--- src/design/dsw_defines.svh ---
// Constants for the drive status word sequencer: bit positions,
// command word values, host register offsets and timing.
// Assumes inclusion by bare name from design files.
`ifndef DSW_DEFINES_SVH
`define DSW_DEFINES_SVH

// Status word bit positions
`define DSW_SW_SWITCH_ON_READY 0
`define DSW_SW_OPERATE_READY 1
`define DSW_SW_OP_ENABLED 2
`define DSW_SW_FAULT_FLAG 3
`define DSW_SW_SECOND_OFF_INACTIVE 4
`define DSW_SW_THIRD_OFF_INACTIVE 5
`define DSW_SW_SWITCH_ON_INHIBIT 6
`define DSW_SW_ALARM 7
`define DSW_SW_REFERENCE_REACHED 8
`define DSW_SW_REMOTE 9
`define DSW_SW_ABOVE_LIMIT 10
`define DSW_SW_LOCATION_TWO 11
`define DSW_SW_RUN_PERMIT 12
`define DSW_SW_RESET 16'h0000

// Command word bit positions
`define DSW_CMD_FIRST_OFF 0
`define DSW_CMD_SECOND_OFF 1
`define DSW_CMD_THIRD_OFF 2
`define DSW_CMD_OPERATE 3
`define DSW_CMD_RAMP_OUT 5
`define DSW_CMD_RAMP_IN 6
`define DSW_CMD_FAULT_RESET 7
`define DSW_CMD_LOCATION 11
`define DSW_CMD_IGNORE_MASK 16'hfbff
`define DSW_CMD_RESET 16'h0000

// Start sequence command words
`define DSW_CMD_PREPARE 16'h0006
`define DSW_CMD_SWITCH_ON 16'h0007
`define DSW_CMD_ENABLE 16'h000f
`define DSW_CMD_RAMP_RELEASE 16'h002f
`define DSW_CMD_RUN 16'h006f

// Host register byte offsets
`define DSW_REG_COMMAND 4'h0
`define DSW_REG_STATUS 4'h4
`define DSW_STAT_PENDING 16
`define DSW_STAT_GUARD 17

// AXI responses
`define DSW_RESP_OKAY 2'h0
`define DSW_RESP_SLVERR 2'h2

// Settle time after ready-to-switch-on, in ms, and clock in kHz
`define DSW_GUARD_MS 100
`define DSW_CLK_KHZ 250000

`endif

--- src/design/dsw_pkg.sv ---
// Types shared by both ends of the drive status word link.
// Assumes dsw_defines.svh is compiled alongside.
package dsw_pkg;

	typedef enum logic [2:0] {
		DSW_NOT_READY,
		DSW_INHIBITED,
		DSW_READY_SWITCH_ON,
		DSW_READY_OPERATE,
		DSW_OP_ENABLED,
		DSW_RAMP_ACCEL,
		DSW_OPERATING,
		DSW_FAULT
	} dsw_state_t;

	typedef struct packed {
		dsw_state_t state;
		logic [15:0] cmd;
		logic [15:0] status;
		logic run;
		logic ramp_out_release;
		logic ramp_in_release;
	} dsw_dev_t;

	typedef struct packed {
		logic awready;
		logic wready;
		logic bvalid;
		logic [1:0] bresp;
		logic arready;
		logic rvalid;
		logic [31:0] rdata;
		logic [1:0] rresp;
		logic aw_got;
		logic w_got;
		logic [3:0] waddr;
		logic [31:0] wdata;
		logic [3:0] wstrb;
		logic pending;
		logic [15:0] cmd_reg;
		logic [15:0] cmd_word;
		logic cmd_valid;
		logic [31:0] guard;
		logic ready_prev;
	} dsw_host_t;

	typedef struct packed {
		logic above;
	} dsw_hyst_t;

endpackage

--- src/design/dsw_link_if.sv ---
// Link between the fieldbus master end and the drive end.
// Assumes both ends run on the same clock.
`timescale 1ns/1ps
`default_nettype none
interface dsw_link_if;
	logic [15:0] command_word;
	logic command_valid;
	logic [15:0] status_word;

	modport device (
		input command_word,
		input command_valid,
		output status_word
	);

	modport host (
		output command_word,
		output command_valid,
		input status_word
	);
endinterface
`default_nettype wire

--- src/design/dsw_limit_hyst.sv ---
// Supervision comparator with hysteresis between a high and low limit.
// Assumes value and limits come from logic on the same clock.
`timescale 1ns/1ps
`default_nettype none
module dsw_limit_hyst #(
	parameter int unsigned W = 16
) (
	input wire logic clk_i,
	input wire logic resetn_i,
	input wire logic ce_i,
	input wire logic [W-1:0] value_i,
	input wire logic [W-1:0] high_i,
	input wire logic [W-1:0] low_i,
	output logic above_o
);
	import dsw_pkg::*;

	dsw_hyst_t q, d;

	always_comb begin
		d = q;
		if (value_i >= high_i) begin
			d.above = 1'b1;
		end else if (value_i < low_i) begin
			d.above = 1'b0;
		end
	end

	always_ff @(posedge clk_i or negedge resetn_i) begin
		if (!resetn_i) begin
			q <= '0;
		end else if (ce_i) begin
			q <= d;
		end
	end

	assign above_o = q.above;
endmodule
`default_nettype wire

--- src/design/dsw_device.sv ---
// Drive end: start-stop state sequence driven by command words and the
// status word reported back to the fieldbus master.
// Assumes all user-side inputs come from logic on clk_i.
`timescale 1ns/1ps
`default_nettype none
`include "dsw_defines.svh"

// What this block does
// - Present status word for master to read
// - Bits 0-5: readiness, fault, off interlocks
// - Bit 6 shows switch-on inhibit
// - Bit 7 shows warning or alarm
// - Bit 8 shows actual within reference tolerance
// - Bit 9 shows remote control location
// - Bit 10 supervision with high/low hysteresis
// - Bit 11 shows second external location
// - Bit 12 shows external run permit
// - Command bit 10 ignored; standard profile
// - Power-up state is not ready
// - Command 0x0006 gives ready to switch on
// - Master waits 100 ms after ready
// - Command 0x0007 gives ready to operate
// - Command 0x000F gives operation enabled, ramp held
// - Command 0x002F releases ramp output
// - Command 0x006F releases ramp input, operating
// - Fault reset from other sources too
// - Bit 3 enables, clearing inhibits operation
// - Rising bit 7 resets fault to inhibited
module dsw_device #(
	parameter int unsigned VW = 16
) (
	input wire logic clk_i,
	input wire logic resetn_i,
	input wire logic ce_i,
	dsw_link_if.device link,
	input wire logic fault_detect_i,
	input wire logic fault_reset_i,
	input wire logic alarm_i,
	input wire logic remote_i,
	input wire logic external_run_permit_i,
	input wire logic [VW-1:0] actual_i,
	input wire logic [VW-1:0] reference_i,
	input wire logic [VW-1:0] tolerance_i,
	input wire logic [VW-1:0] supervised_i,
	input wire logic [VW-1:0] limit_high_i,
	input wire logic [VW-1:0] limit_low_i,
	output var dsw_pkg::dsw_state_t state_o,
	output logic run_o,
	output logic ramp_out_release_o,
	output logic ramp_in_release_o
);
	import dsw_pkg::*;

	dsw_dev_t q, d;
	logic above_limit;

	// ----------------------------------------
	// Helpers
	// ----------------------------------------
	function automatic logic [VW-1:0] abs_diff(
		input logic [VW-1:0] a,
		input logic [VW-1:0] b
	);
		abs_diff = (a >= b) ? a - b : b - a;
	endfunction

	function automatic logic at_least(
		input dsw_state_t s,
		input dsw_state_t floor_s
	);
		at_least = (s != DSW_FAULT) && (s >= floor_s);
	endfunction

	dsw_limit_hyst #(
		.W(VW)
	) u_hyst (
		.clk_i(clk_i),
		.resetn_i(resetn_i),
		.ce_i(ce_i),
		.value_i(supervised_i),
		.high_i(limit_high_i),
		.low_i(limit_low_i),
		.above_o(above_limit)
	);

	// ----------------------------------------
	// Sequencer
	// ----------------------------------------
	always_comb begin
		logic [15:0] cw;
		logic got;
		logic off_hit;
		logic clear_fault;
		cw = q.cmd;
		got = 1'b0;
		off_hit = 1'b0;
		clear_fault = 1'b0;
		d = q;
		if (link.command_valid) begin
			cw = link.command_word & `DSW_CMD_IGNORE_MASK;
			got = 1'b1;
		end
		d.cmd = cw;
		off_hit = !cw[`DSW_CMD_SECOND_OFF] || !cw[`DSW_CMD_THIRD_OFF];
		clear_fault = fault_reset_i ||
			(got && cw[`DSW_CMD_FAULT_RESET] &&
			!q.cmd[`DSW_CMD_FAULT_RESET]);

		if (fault_detect_i && q.state != DSW_FAULT) begin
			d.state = DSW_FAULT;
		end else begin
			case (q.state)
			DSW_FAULT: begin
				if (clear_fault) begin
					d.state = DSW_INHIBITED;
				end
			end
			DSW_NOT_READY: begin
				if (got && off_hit) begin
					d.state = DSW_INHIBITED;
				end else if (got && !cw[`DSW_CMD_FIRST_OFF]) begin
					d.state = DSW_READY_SWITCH_ON;
				end
			end
			DSW_INHIBITED: begin
				if (got && !off_hit && !cw[`DSW_CMD_FIRST_OFF]) begin
					d.state = DSW_NOT_READY;
				end
			end
			default: begin
				// Running branch: each command steps up at most one state; off and disable words can drop several states at once
				if (got && off_hit) begin
					d.state = DSW_INHIBITED;
				end else if (got && !cw[`DSW_CMD_FIRST_OFF]) begin
					d.state = DSW_READY_SWITCH_ON;
				end else if (q.state == DSW_READY_SWITCH_ON) begin
					if (got) begin
						d.state = DSW_READY_OPERATE;
					end
				end else if (q.state == DSW_READY_OPERATE) begin
					if (got && cw[`DSW_CMD_OPERATE] &&
						external_run_permit_i) begin
						d.state = DSW_OP_ENABLED;
					end
				end else if ((got && !cw[`DSW_CMD_OPERATE]) ||
					!external_run_permit_i) begin
					d.state = DSW_READY_OPERATE;
				end else if (q.state == DSW_OP_ENABLED) begin
					if (got && cw[`DSW_CMD_RAMP_OUT]) begin
						d.state = DSW_RAMP_ACCEL;
					end
				end else if (got && !cw[`DSW_CMD_RAMP_OUT]) begin
					d.state = DSW_OP_ENABLED;
				end else if (q.state == DSW_RAMP_ACCEL) begin
					if (got && cw[`DSW_CMD_RAMP_IN]) begin
						d.state = DSW_OPERATING;
					end
				end else if (got && !cw[`DSW_CMD_RAMP_IN]) begin
					d.state = DSW_RAMP_ACCEL;
				end
			end
			endcase
		end

		// Drive-side controls follow the new state
		d.run = at_least(d.state, DSW_OP_ENABLED);
		d.ramp_out_release = at_least(d.state, DSW_RAMP_ACCEL);
		d.ramp_in_release = (d.state == DSW_OPERATING);

		// ----------------------------------------
		// Status word
		// ----------------------------------------
		d.status = `DSW_SW_RESET;
		d.status[`DSW_SW_SWITCH_ON_READY] =
			at_least(d.state, DSW_READY_SWITCH_ON);
		d.status[`DSW_SW_OPERATE_READY] =
			at_least(d.state, DSW_READY_OPERATE);
		d.status[`DSW_SW_OP_ENABLED] =
			at_least(d.state, DSW_OP_ENABLED);
		d.status[`DSW_SW_FAULT_FLAG] = (d.state == DSW_FAULT);
		d.status[`DSW_SW_SECOND_OFF_INACTIVE] =
			cw[`DSW_CMD_SECOND_OFF];
		d.status[`DSW_SW_THIRD_OFF_INACTIVE] =
			cw[`DSW_CMD_THIRD_OFF];
		d.status[`DSW_SW_SWITCH_ON_INHIBIT] =
			(d.state == DSW_INHIBITED);
		d.status[`DSW_SW_ALARM] = alarm_i;
		d.status[`DSW_SW_REFERENCE_REACHED] =
			abs_diff(actual_i, reference_i) <= tolerance_i;
		d.status[`DSW_SW_REMOTE] = remote_i;
		d.status[`DSW_SW_ABOVE_LIMIT] = above_limit;
		d.status[`DSW_SW_LOCATION_TWO] = cw[`DSW_CMD_LOCATION];
		d.status[`DSW_SW_RUN_PERMIT] = external_run_permit_i;
	end

	always_ff @(posedge clk_i or negedge resetn_i) begin
		if (!resetn_i) begin
			q.state <= DSW_NOT_READY;
			q.cmd <= `DSW_CMD_RESET;
			q.status <= `DSW_SW_RESET;
			q.run <= 1'b0;
			q.ramp_out_release <= 1'b0;
			q.ramp_in_release <= 1'b0;
		end else if (ce_i) begin
			q <= d;
		end
	end

	assign link.status_word = q.status;
	assign state_o = q.state;
	assign run_o = q.run;
	assign ramp_out_release_o = q.ramp_out_release;
	assign ramp_in_release_o = q.ramp_in_release;
endmodule
`default_nettype wire

--- src/flat_wrapper.sv ---
// flat-port wrapper written by rule: the top's interface ports become plain ports
module dsw_device_flat import dsw_pkg::*;
#(
	parameter int unsigned VW = 16
)
  (clk_i, resetn_i, ce_i, fault_detect_i, fault_reset_i, alarm_i, remote_i, external_run_permit_i, actual_i, reference_i, tolerance_i, supervised_i, limit_high_i, limit_low_i, state_o, run_o, ramp_out_release_o, ramp_in_release_o, link_command_word, link_command_valid, link_status_word);
  dsw_link_if link_i ();
  input wire logic clk_i;
  input wire logic resetn_i;
  input wire logic ce_i;
  input wire logic fault_detect_i;
  input wire logic fault_reset_i;
  input wire logic alarm_i;
  input wire logic remote_i;
  input wire logic external_run_permit_i;
  input wire logic [VW-1:0] actual_i;
  input wire logic [VW-1:0] reference_i;
  input wire logic [VW-1:0] tolerance_i;
  input wire logic [VW-1:0] supervised_i;
  input wire logic [VW-1:0] limit_high_i;
  input wire logic [VW-1:0] limit_low_i;
  output var dsw_pkg::dsw_state_t state_o;
  output logic run_o;
  output logic ramp_out_release_o;
  output logic ramp_in_release_o;
  input wire logic [$bits(link_i.command_word)-1:0] link_command_word;
  input wire logic [$bits(link_i.command_valid)-1:0] link_command_valid;
  output wire logic [$bits(link_i.status_word)-1:0] link_status_word;
  assign link_i.command_word = link_command_word;
  assign link_i.command_valid = link_command_valid;
  assign link_status_word = link_i.status_word;
  dsw_device #(.VW(VW)) u_core (.clk_i(clk_i), .resetn_i(resetn_i), .ce_i(ce_i), .link(link_i), .fault_detect_i(fault_detect_i), .fault_reset_i(fault_reset_i), .alarm_i(alarm_i), .remote_i(remote_i), .external_run_permit_i(external_run_permit_i), .actual_i(actual_i), .reference_i(reference_i), .tolerance_i(tolerance_i), .supervised_i(supervised_i), .limit_high_i(limit_high_i), .limit_low_i(limit_low_i), .state_o(state_o), .run_o(run_o), .ramp_out_release_o(ramp_out_release_o), .ramp_in_release_o(ramp_in_release_o));
endmodule
--- config.mk ---
export PLATFORM = sky130hd
export DESIGN_NAME = dsw_device_flat
export DESIGN_NICKNAME = d
export VERILOG_FILES = /design/src/design/dsw_pkg.sv /design/src/design/dsw_link_if.sv /design/src/design/dsw_limit_hyst.sv /design/src/design/dsw_device.sv /design/src/flat_wrapper.sv
export VERILOG_INCLUDE_DIRS = /design/src /design/src/design
export SDC_FILE = /design/constraint.sdc
export NUM_CORES = 1
export LEC_CHECK = 0
export BUFFER_PORTS_ARGS = -buffer_cell sky130_fd_sc_hd__buf_2
export CORE_UTILIZATION = 52
export CTS_CLUSTER_SIZE = 40
export DETAILED_ROUTE_END_ITERATION = 12
export PLACE_DENSITY = 0.88
export SLEW_MARGIN = 10
export SYNTH_ARGS = -nofsm -noshare
export SYNTH_HDL_FRONTEND = slang
export SYNTH_SLANG_ARGS = --single-unit
--- constraint.sdc ---
create_clock -name clk_i -period 1.9 [get_ports clk_i]
set_input_delay 0.095 -clock clk_i [delete_from_list [all_inputs] [get_ports clk_i]]
set_output_delay 0.095 -clock clk_i [all_outputs]
set_load 0.01 [all_outputs]
==> impl_results.md <==
- Synthesized flop and latch total: 20
- Most used flip-flop cell after synthesis: dfrtp_1
- # diodes: 0
- Mux share of post-synthesis cell area: 4.13%
- Post-synth EDFFs: 0
- Place WS: -1.47 ns
- CP Launch Type: input pin
- Root Driver: clkbuf_8
- Largest family of logic cells by synthesized area: compound AO/OA/AOI/OAI gates
- DIE AREA: 7920 um2
- Synthesized instance count: 496
- Pin count of the biggest net entering global routing: 21
- DP Wirelength: 9320 um
- Max H-tree Level: 1
- Max-slew violation total from the final report: 0
- Library cells used by synthesis: 63
- Port Buf Inserts: 131
- CP Data Arrival Time: 3.21 ns
- Critical path type: in -> reg
- Rows: 31
- WP data required: 2.08 ns
- R2r setup slk: 0.02 ns
- Worst Hold Margin: 0.0779 ns
- DRT antenna net count: 0
- Nets: 890
- Initial antenna violation count: 0
- Status: finished with violations
- Drc violations: 0
- RD Place Congestion: 0.877
- Core area: 7290 um2
- Worst skew pair latency: 0.25 ns
- Avg WL per Cell: 14.0 um
- Vias in the first global route: 4157
- Vias per inst: 5.40
- Cell Area, Synth: 3940 um2
- Area share of fa/ha/maj cells after synthesis: 25.8%
- Area share of xor/xnor cells in the synthesized design: 3.34%
- VDD IR max: 0.302 mV
- First-pass GRT wire length: 17300 um
- Fraction of layout cells with a size suffix above 1: 39.2%
- Worst-path fanout max: 2
- Final period utilization: 160%
- Hold crit path type: in -> reg
- Final TNS setup: -1.13 ns
- Synth Area in Simple Gates: 11.7%
- Die Height: 89.0 um
- P_leak: 3.02 nW
- Pwr/cell area: 567 nW/um2
- Clock Skew: 0.00191 ns
- Maximum root-to-sink buffer count: 2
- Gr ovfl total: 0
- Drt first-iter violations: 190
- Filler cell count: 526
- Violations in the final reports: negative setup slack
- Synth async-reset ratio: 100%
- Sequential share of the synthesized area: 12.7%
- Final Hold Fails: 0
- Via Count: 4246
- # clock sinks: 20
- Synth Warn #: 0
- Syn Area/Cell: 7.93 um2
- Clock-pin slew on the worst setup and hold paths: 0.07 ns
- Fmax achieved: 0.330 GHz
- Shortest period the worst path allows: 3.03 ns
- Final WS setup: -1.13 ns
- GR Util All Layers: 27.2%
- Starting Density: 54.0%
- DR pass1 iterations: 5
- Die X: 89.0 um
- RSZ-0062 raised after global routing: yes
- Total wire length: 11000 um
- CTS tree: yes
- Area grow syn2layout: 34.7%
- Compound-gate portion of the synthesized area: 26.5%
- Final setup fails: 1
- MaxCap Viol Count: 0
- Crit. End Element: flop
- CTS buffer count: 3
- I/O pins: 143
## worst max-delay path: stages
cell and delay [ns]:
buf_12 0.11, inv_12 0.04, ha_4 0.11, inv_2 0.03, fa_2 0.35, a211oi_2 0.24
buf_4 0.15, buf_4 0.09, buf_4 0.09, buf_4 0.09, buf_4 0.10, buf_4 0.09
buf_4 0.09, o21bai_1 0.07, a21oi_1 0.19, mux2i_1 0.12, xor2_1 0.17, ha_1 0.32
nand4_1 0.12, nor4_1 0.19, a21oi_1 0.12, nand2_1 0.08, a2bb2oi_1 0.15
## kinds of logic (layout without fill, tap and decap cells)
kind of cell	after synthesis	in the layout
other cells	1	3
fa+ha+maj	80	80
simple gates	90	90
compound gates	147	147
mux	15	15
flops	20	20
buf+inv	128	317
xor+xnor	15	15
## what timing repair did
item / 4_1_cts / 5_1_grt
pin swaps: 18 / 2
hold buffers: 1 / 0
setup endpoints to repair: 1 / 8
hold endpoints to repair: 20 / 0
setup buffers: 9 / 0
resized for setup: 15 / 6
## cell usage after synthesis (all sizes together), types with 3 or more instances
cell,count,area (um2)
a211oi,11,97.6
a21boi,3,22.5
a21o,19,143
a21oi,37,208
a31o,3,26.3
a31oi,3,18.8
and2,4,25.0
buf,33,262
clkbuf,3,11.3
dfrtp,20,500
ha,78,976
inv,92,345
mux2,10,113
mux2i,5,50.1
nand2,23,88.8
nand2b,5,31.3
nand3,12,60.1
nand4,8,50.1
nor2,16,60.1
nor2b,9,56.3
nor3,5,25.0
o211ai,7,57.6
o21a,7,52.6
o21ai,31,166
o22ai,4,25.0
xnor2,5,43.8
xor2,10,87.6
## cell usage in the layout (no fill, tap or decap), types with 3 or more instances in the layout
cell      count
buf_2       130
inv_1        90
buf_4        88
ha_1         74
a21oi_1      32
nand2_1      22
dfrtp_1      20
o21ai_0      19
a21o_1       19
nor2_1       15
nand3_1      12
xor2_1       10
mux2_2        9
nor2b_1       8
nand4_1       8
o21ai_1       8
a211oi_1      7
o21a_1        7
o211ai_1      6
xnor2_1       5
nand2b_1      5
nor3_1        5
mux2i_1       4
o21ai_2       4
a211oi_2      4
a21oi_2       4
o22ai_1       4
a31oi_1       3
a21boi_0      3
and2_1        3
ha_4          3
conb_1        3
clkbuf_8      3
## cell type report
| class | count | area (um2) | area share, % |
|---|---|---|---|
| repair buffers | 222 | 1370 | 25.9 |
| multi-input cells | 350 | 2900 | 54.8 |
| inverters | 92 | 358 | 6.75 |
| flip-flops and latches | 20 | 500 | 9.44 |
| clock buffers | 3 | 41.3 | 0.779 |
| well taps | 99 | 124 | 2.34 |
## state kept, by name, indices dropped and copies added (netlist names)
| signal | cells |
|---|---|
| u_core.link.status_word | 11 |
| u_core.q | 3 |
| u_core.state_o | 3 |
| u_core.ramp_in_release_o | 1 |
| u_core.ramp_out_release_o | 1 |
| u_core.u_hyst.above_o | 1 |
## worst paths after layout
check                                                   end                  startpoint  depth (start not counted)
worst max-delay path             u_core.link.status_word[8]                 actual_i[0]                         23
worst min-delay path            u_core.link.status_word[11]       link_command_word[11]                          2
worst max register to register     u_core.ramp_in_release_o           u_core.state_o[0]                          6
worst min register to register   u_core.link.status_word[3]  u_core.link.status_word[3]                          1
max in group asynchronous                      u_core.q[26]                    resetn_i                          2
min in group asynchronous         u_core.ramp_out_release_o                    resetn_i                          2
## report_power, final
group | internal, mW | switching (mW) | leakage (nW)
clock network | 0.141 | 0.127 | 0.0216
logic | 1.02 | 1.06 | 2.76
registers | 0.546 | 0.114 | 0.239
total | 1.70 | 1.30 | 3.02
## metal layers
layer / GRT usage (%) / part of all wire (%)
met4: 9.67 / 3.1
met2: 54.1 / 51
met1: 29.8 / 39
met5: 0 / 0
met3: 2.68 / 6.2
## metrics by stage
stage	total power, mW	utilization, %	area [um2]	instances
floorplan	2.00	-	3970	498
global placement	2.50	69.9	5100	773
detailed placement	2.61	69.9	5100	773
CTS	2.95	72.3	5280	786
global route	3.25	72.7	5300	786
finish	3.00	72.7	5300	786
No activity file was read; power rests on OpenSTA's default activity.
